File: src/verilog/fgp_pkg.sv
// fgp_pkg: constants for the five-pin gpio port
// assumes a 32-bit apb slave with word-aligned registers
package fgp_pkg;

    // ==========================================================
    // geometry
    localparam int FGP_NPIN = 5;
    localparam int FGP_REGW = 8;

    // ==========================================================
    // register byte offsets
    localparam logic [7:0] FGP_OFS_LATCH = 8'h00;
    localparam logic [7:0] FGP_OFS_DIR = 8'h04;
    localparam logic [7:0] FGP_OFS_PULL = 8'h08;
    localparam logic [7:0] FGP_OFS_STBY = 8'h0c;
    localparam logic [7:0] FGP_OFS_PINS = 8'h10;

    // ==========================================================
    // standby control register fields and clock-in pin
    localparam int FGP_STBY_SPL_BIT = 0;
    localparam int FGP_STBY_EXT_IRQ_BIT = 1;
    localparam int FGP_STBY_IRQ_SEL_BIT = 2;
    localparam int FGP_STBY_WIDTH = 3;
    localparam int FGP_CLKIN_PIN = 4;

    // ==========================================================
    // reset values
    localparam logic [4:0] FGP_LATCH_RST = 5'h00;
    localparam logic [4:0] FGP_DIR_RST = 5'h00;
    localparam logic [4:0] FGP_PULL_RST = 5'h00;
    localparam logic [2:0] FGP_STBY_RST = 3'h0;

endpackage : fgp_pkg

File: src/verilog/fgp_port.sv
// fgp_port: five-pin gpio port with apb registers and shared peripherals
// assumes pins and peripheral signals synchronous to pclk; pad resolves
// pin level from pin_o/pin_oe and pull-up from pullup_en
//
// Function
// [RULE1] direction bit 1 makes pin output
// [RULE2] output pin driven from data latch
// [RULE3] latch write always updates, output follows immediately; code updates the latch only when pstrb[0] is set
// [RULE4] output pin read returns latch value
// [RULE5] direction bit 0 makes pin input
// [RULE6] input pin write latched, not driven
// [RULE7] input pin read: pin, rmw: latch
// [RULE8] peripheral output enable overrides port drive
// [RULE9] peripheral output: read pin, rmw latch
// [RULE10] peripheral input: read pin, rmw latch
// [RULE11] software clears direction for peripheral input
// [RULE12] software disables peripheral output for port use
// [RULE13] reset clears all direction bits
// [RULE14] standby with spl forces all pins hi-z
// [RULE15] forced standby blocks input, reads low
// [RULE16] clock-in pin unblocked when its irq enabled
// [RULE17] spl clear keeps pin states in standby
// [RULE18] pull-up bit connects internal pull-up
// [RULE19] low output disconnects pull-up
// [RULE20] bits 0..4 map pins, 5..7 none
// [RULE21] rmw qualifier selects latch on read
//
// Local design decisions: the APB slave port and the register offsets.
module fgp_port
    import fgp_pkg::*;
(
    input wire logic pclk,
    input wire logic presetn,
    input wire logic psel,
    input wire logic penable,
    input wire logic pwrite,
    input wire logic [7:0] paddr,
    input wire logic [31:0] pwdata,
    input wire logic [3:0] pstrb,
    input wire logic rmw_read,
    output logic [31:0] prdata,
    output logic pready,
    output logic pslverr,
    input wire logic [4:0] pin_i,
    output logic [4:0] pin_o,
    output logic [4:0] pin_oe,
    output logic [4:0] pullup_en,
    input wire logic standby_req,
    input wire logic pulse_gen_out_a,
    input wire logic pulse_gen_out_b,
    input wire logic composite_timer_out_a,
    input wire logic composite_timer_out_b,
    input wire logic [3:0] periph_oe,
    output logic [4:0] pin_in_to_periph,
    output logic timer_ext_clock_in
);

    // ==========================================================
    // state
    typedef struct packed {
        logic [4:0] latch;
        logic [4:0] dir;
        logic [4:0] pull;
        logic [2:0] stby;
        logic [31:0] rdata;
    } fgp_state_s;

    fgp_state_s st_r;
    fgp_state_s st_nxt;

    // ==========================================================
    // helpers
    // zero-extend a pin field to a bus word
    function automatic logic [31:0] fgp_pad5(input logic [4:0] v);
        fgp_pad5 = {27'h0000000, v};
    endfunction : fgp_pad5

    // zero-extend the standby field to a bus word
    function automatic logic [31:0] fgp_pad3(input logic [2:0] v);
        fgp_pad3 = {29'h00000000, v};
    endfunction : fgp_pad3

    // low pin field of a write word
    function automatic logic [4:0] fgp_field5(input logic [31:0] w);
        fgp_field5 = w[4:0];
    endfunction : fgp_field5

    // low standby field of a write word
    function automatic logic [2:0] fgp_field3(input logic [31:0] w);
        fgp_field3 = w[2:0];
    endfunction : fgp_field3

    // register address match
    function automatic logic fgp_hit(
        input logic [7:0] addr,
        input logic [7:0] ofs
    );
        fgp_hit = (addr == ofs);
    endfunction : fgp_hit

    // peripheral value wins over the port latch
    function automatic logic fgp_drive_bit(
        input logic per_on,
        input logic per_bit,
        input logic latch_bit
    );
        if (per_on)
        begin
            fgp_drive_bit = per_bit;
        end
        else
        begin
            fgp_drive_bit = latch_bit;
        end
    endfunction : fgp_drive_bit

    // pin driven from the latch by the port itself
    function automatic logic fgp_own_bit(
        input logic dir_bit,
        input logic per_on
    );
        if (per_on)
        begin
            fgp_own_bit = 1'b0;
        end
        else
        begin
            fgp_own_bit = dir_bit;
        end
    endfunction : fgp_own_bit

    // rmw and own-output reads see the latch, others the pin
    function automatic logic fgp_read_bit(
        input logic rmw,
        input logic own_out,
        input logic latch_bit,
        input logic pin_bit
    );
        if (rmw)
        begin
            fgp_read_bit = latch_bit;
        end
        else if (own_out)
        begin
            fgp_read_bit = latch_bit;
        end
        else
        begin
            fgp_read_bit = pin_bit;
        end
    endfunction : fgp_read_bit

    // pull-up drops while the pin drives low
    function automatic logic fgp_pull_bit(
        input logic pull_bit,
        input logic oe_bit,
        input logic val_bit
    );
        if (oe_bit && !val_bit)
        begin
            fgp_pull_bit = 1'b0;
        end
        else
        begin
            fgp_pull_bit = pull_bit;
        end
    endfunction : fgp_pull_bit

    // input gate: closed in forced standby unless clock-in irq is on
    function automatic logic fgp_pass_bit(
        input logic forced_on,
        input logic is_clkin,
        input logic unblock
    );
        if (!forced_on)
        begin
            fgp_pass_bit = 1'b1;
        end
        else if (is_clkin && unblock)
        begin
            fgp_pass_bit = 1'b1;
        end
        else
        begin
            fgp_pass_bit = 1'b0;
        end
    endfunction : fgp_pass_bit

    // ==========================================================
    // pin logic
    logic [4:0] per_val;
    logic [4:0] per_en;
    logic forced;
    logic clk_unblock;
    logic [4:0] in_pass;
    logic [4:0] pin_seen;
    logic [4:0] drive_val;
    logic [4:0] drive_en;
    logic [4:0] pull_on;
    logic [4:0] own_out;
    logic [4:0] data_rd;

    // standby gating of the input path
    always_comb
    begin
        // spl clear leaves pins alone in standby
        forced = standby_req &
                 st_r.stby[FGP_STBY_SPL_BIT]; // [RULE14] [RULE17]
        clk_unblock = st_r.stby[FGP_STBY_EXT_IRQ_BIT] &
                      st_r.stby[FGP_STBY_IRQ_SEL_BIT]; // [RULE16]

        in_pass = 5'h00;
        pin_seen = 5'h00;
        for (int i = 0; i < FGP_NPIN; i++)
        begin
            in_pass[i] = fgp_pass_bit(forced, i == FGP_CLKIN_PIN,
                                      clk_unblock); // [RULE15] [RULE16]
            pin_seen[i] = pin_i[i] & in_pass[i]; // [RULE15]
        end
    end

    // pin drive and pull-up
    always_comb
    begin
        per_val = {1'b0, composite_timer_out_b, composite_timer_out_a,
                   pulse_gen_out_b, pulse_gen_out_a};
        per_en = {1'b0, periph_oe};

        drive_val = 5'h00;
        drive_en = 5'h00;
        pull_on = 5'h00;
        for (int i = 0; i < FGP_NPIN; i++)
        begin
            drive_val[i] = fgp_drive_bit(per_en[i], per_val[i],
                                         st_r.latch[i]); // [RULE2] [RULE8]
            drive_en[i] = (per_en[i] | st_r.dir[i]) &
                          ~forced; // [RULE1] [RULE5] [RULE14]
            pull_on[i] = fgp_pull_bit(st_r.pull[i], drive_en[i],
                                      drive_val[i]); // [RULE18] [RULE19]
        end
    end

    // data register read value per pin
    always_comb
    begin
        own_out = 5'h00;
        data_rd = 5'h00;
        for (int i = 0; i < FGP_NPIN; i++)
        begin
            own_out[i] = fgp_own_bit(st_r.dir[i], per_en[i]); // [RULE9]
            data_rd[i] = fgp_read_bit(rmw_read, own_out[i],
                                      st_r.latch[i], // [RULE4] [RULE7]
                                      pin_seen[i]); // [RULE10] [RULE21]
        end
    end

    assign pin_o = drive_val; // [RULE3] [RULE6]
    assign pin_oe = drive_en;
    assign pullup_en = pull_on;
    assign pin_in_to_periph = pin_seen;
    assign timer_ext_clock_in = pin_seen[FGP_CLKIN_PIN];

    // ==========================================================
    // apb slave, zero wait states
    logic apb_setup;
    logic apb_access;
    logic wr_en;
    logic rd_en;
    logic wr_latch;
    logic wr_dir;
    logic wr_pull;
    logic wr_stby;
    logic [31:0] rd_word;

    always_comb
    begin
        apb_setup = psel & ~penable;
        apb_access = psel & penable;
        wr_en = apb_access & pwrite & pstrb[0];
        rd_en = apb_setup & ~pwrite;

        wr_latch = wr_en & fgp_hit(paddr, FGP_OFS_LATCH);
        wr_dir = wr_en & fgp_hit(paddr, FGP_OFS_DIR);
        wr_pull = wr_en & fgp_hit(paddr, FGP_OFS_PULL);
        wr_stby = wr_en & fgp_hit(paddr, FGP_OFS_STBY);

        // read word loaded at the setup edge
        unique case (paddr)
            FGP_OFS_LATCH:
            begin
                rd_word = fgp_pad5(data_rd);
            end
            FGP_OFS_DIR:
            begin
                rd_word = fgp_pad5(st_r.dir);
            end
            FGP_OFS_PULL:
            begin
                rd_word = fgp_pad5(st_r.pull);
            end
            FGP_OFS_STBY:
            begin
                rd_word = fgp_pad3(st_r.stby);
            end
            FGP_OFS_PINS:
            begin
                rd_word = fgp_pad5(pin_seen);
            end
            default:
            begin
                rd_word = 32'h00000000;
            end
        endcase

        st_nxt = st_r;
        if (wr_latch)
        begin
            st_nxt.latch = fgp_field5(pwdata); // [RULE3] [RULE20]
        end
        if (wr_dir)
        begin
            st_nxt.dir = fgp_field5(pwdata); // [RULE20]
        end
        if (wr_pull)
        begin
            st_nxt.pull = fgp_field5(pwdata);
        end
        if (wr_stby)
        begin
            st_nxt.stby = fgp_field3(pwdata);
        end

        if (rd_en)
        begin
            st_nxt.rdata = rd_word;
        end
    end

    always_ff @(posedge pclk or negedge presetn)
    begin
        if (!presetn)
        begin
            st_r.latch <= FGP_LATCH_RST;
            st_r.dir <= FGP_DIR_RST; // [RULE13]
            st_r.pull <= FGP_PULL_RST;
            st_r.stby <= FGP_STBY_RST;
            st_r.rdata <= 32'h00000000;
        end
        else
        begin
            st_r <= st_nxt;
        end
    end

    assign prdata = st_r.rdata;
    assign pready = 1'b1;
    assign pslverr = 1'b0;

endmodule : fgp_port

File: config.mk
export PLATFORM = sky130hd
export DESIGN_NAME = fgp_port
export DESIGN_NICKNAME = d
export VERILOG_FILES = /design/src/verilog/fgp_pkg.sv /design/src/verilog/fgp_port.sv
export SDC_FILE = /design/constraint.sdc
export NUM_CORES = 1
export LEC_CHECK = 0
export ABC_AREA = 0
export BUFFER_PORTS_ARGS = -buffer_cell sky130_fd_sc_hd__buf_4
export CORE_AREA = 8 8 76 78
export CTS_BUF_LIST = sky130_fd_sc_hd__clkbuf_8
export CTS_CLUSTER_SIZE = 8
export DETAILED_ROUTE_END_ITERATION = 8
export DIE_AREA = 0 0 84 86
export PLACE_DENSITY_LB_ADDON = 0.12
export SETUP_SLACK_MARGIN = 0.4
export SLEW_MARGIN = 15
export SYNTH_ARGS = -nofsm -noshare
export SYNTH_HDL_FRONTEND = slang
export SYNTH_SLANG_ARGS = --single-unit
File: constraint.sdc
create_clock -name pclk -period 1.22 [get_ports pclk]
set_input_delay 0.183 -clock pclk [delete_from_list [all_inputs] [get_ports pclk]]
set_output_delay 0.183 -clock pclk [all_outputs]
set_load 0.03 [all_outputs]
==> impl_metrics.yaml <==
global_routing:
  grt_use_total: 0.143
  grt_max_degree: 24
  grt_pass1_vias: 1787
  grt_pass1_wl_mm: 8.60
  antenna_found_initial: 0
  grt.overflow.total: 0
outcome:
  status: "finished with violations"
  violations: "negative setup slack"
timing:
  finalSetupTns_ns: -12.93
  setup_viol: 43
  timing.fmax_mhz: 620
  final_max_slew_viol_count: 0
  skew_ns: 0.00567
  final.setup.worst_slack_ns: -0.394
  min_period_over_period: 1.32
  min_period_ns: 1.61
  whs_ns: 0.163
  finalHoldViolCount: 0
  rsz0062_at_grt: "yes"
worst_setup_path:
  r2r_start: "st_r[32]"
  worstSetupStartpoint: "st_r[32]"
  cp_max_fo: 6
  critical_path_class: "reg2out"
  r2r_cells: 5
  rrSetupSlack_ns: -0.25
  rr_endpoint: "prdata[3]"
  startpoint_type: "flip-flop"
  path_cells: "and2_4 > buf_8 > o31a_1 > buf_6"
  crit_required_ns: 1.04
  cp_top_family: "flip-flops"
  crit_arrival_ns: 1.43
  cp-end-kind: "primary output"
  cpMaxStageDelayCell: "dfrtp_1"
  cp_num_buf_inv: 2
  critical_path.max_stage_delay_ns: 0.43
detailed_routing:
  wl_per_cell_um: 16.0
  drc: 0
  wl_met2_mm: 2.64
  num_vias: 1543
  top_layer: "met4"
  postRouteAntennaNets: 0
  drtPass1Iterations: 3
  wl_met1_mm: 2.07
  drt_iter0_drc: 48
  route.met3.wl_um: 467
  vias_per_cell: 4.72
  routed_wl_mm: 5.22
cts:
  path_clk_slew_ns: 0.09
  cts_max_level: 1
  cts_sinks: 23
  cts_tree: "yes"
  numCtsBuffers: 3
  cts-root-buf: "clkbuf_8"
  clk_latency_ns: 0.27
  cts_max_path_buffers: 2
power:
  ir_drop_v: 0.000408
  p_leak_uw: 0.00137
  total_power_uw: 2020
  p_per_area_mw_per_mm2: 722
hold_path:
  hold-path-endpoint: "st_r[43]"
  min_path_type: "in2reg"
  min-delay-start: "pwdata[3]"
  holdPathStages: 2
place:
  portBuffers: 59
  hpwl_mm: 4.19
  gp_congestion: 0.783
  place_ws_ns: -0.784
  placed_cell_area_mm2: 0.00239
yosys:
  syn_area_per_cell_um2: 9.90
  ys_seq_area_frac: 0.338
  synth.area.top_cells: "dfrtp_1, mux2_2, buf_4"
  synth_area_mm2: 0.00170
  synthArstFlopShare: 1.00
  synth_edf_count: 0
  netlist_instances: 172
  ys.flop_type: "dfrtp_1"
  yosysWarnings: 0
  yosysTopAreaCell: "dfrtp_1"
  synth_cell_types: 33
  synth.top_cell.area_share: 0.338
  yosysMostFrequentCell: "buf_4"
  synth_seq_cells: 23
  ys_top_cells_by_count: "buf_4, mux2_2, dfrtp_1, nor2_1, and2_1"
layout:
  layout.nets: 338
  area_growth_pct: 64.4
  drive_gt1_frac: 0.608
  diodes: 0
  fin_area_mm2: 0.00280
floorplan:
  initial_core_util: 0.370
  rows: 25
  dieArea_mm2: 0.00722
  num_io_pins: 119
  coreArea_mm2: 0.00460
  die_w_um: 84
  die_y_um: 86
job:
  maxCapViolCount: 0
==> flip-flops by register name (all words and copies together) (netlist names) <==
| register | count |
|---|---|
| st_r | 16 |
| prdata | 5 |
| own_out | 1 |
| pin_o | 1 |
==> power by group <==
part / internal [uW] / switching, uW
Sequential: 793 / 22.0
Clock: 229 / 263
Combinational: 318 / 397
==> routing by layer <==
layer | track usage | vias up
li1 | - | 750
met3 | 0.0588 | 4
met5 | 0 | -
met4 | 0.0345 | 0
met1 | 0.155 | 729
met2 | 0.251 | 60
==> placed cells by master, fill, tap and decap left out, types with 2 or more instances in the layout <==
cell,synthesis,routed
buf_4,36,68
buf_6,1,41
conb_1,2,29
dfrtp_1,23,23
mux2_2,25,14
nor2_1,16,12
mux2_4,0,11
and2_4,0,8
nor2b_1,6,6
a22o_1,5,5
a31oi_1,5,5
nor2_4,0,4
o31a_1,4,4
o21a_1,5,4
nand2_1,4,3
clkbuf_8,0,3
or4_4,1,2
nor4b_1,4,2
o21ai_0,4,2
a22oi_1,3,2
nor4b_2,0,2
o21ai_1,0,2
==> worst max path at each step <==
stage / to / slack [ns] / depth (start not counted)
3_3_place_gp: st_r[42] / -0.74 / 5
2_1_floorplan: st_r[35] / -0.51 / 5
5_1_grt: own_out[4] / -0.45 / 6
3_5_place_dp: st_r[41] / -0.78 / 5
6_report: pullup_en[0] / -0.39 / 4
4_1_cts: st_r[38] / -0.42 / 5
==> repair_timing <==
action | in CTS | in global routing
hold endpoints to repair | 23 | 0
buffers inserted | 12 | 3
resized for setup | 56 | 6
setup endpoints to repair | 49 | 49
hold buffers | 1 | 0
pin swaps | 12 | 6
==> per-stage QoR <==
step,cells,util
finish,327,0.609
global route,327,0.609
CTS,324,0.598
detailed placement,307,0.520
global placement,307,0.520
floorplan,199,-
==> cell type report <==
cell class                      instances  area, um^2
Fill cell                             393        1800
Multi-Input combinational cell        133        1090
Inverter                                1        3.75
Clock buffer                            3        41.3
Tap cell                               54        67.6
Sequential cell                        23         576
Timing Repair Buffer                  112        1020
Clock inverter                          1        5.00
==> worst reg2reg max path, delay by kind of cell, from the launching register on <==
family | cells | cell delay (ns)
simple gates | 2 | 0.51
flops | 1 | 0.43
compound gates | 2 | 0.34
buf+inv | 1 | 0.12
==> logic make-up after synthesis <==
group           Yosys count  synth area share
simple gates             49             0.181
buf+inv                  43             0.181
compound gates           30             0.131
mux                      25             0.165
flops                    23             0.338
other cells               2           0.00441
(Power assumes the default switching activity.)
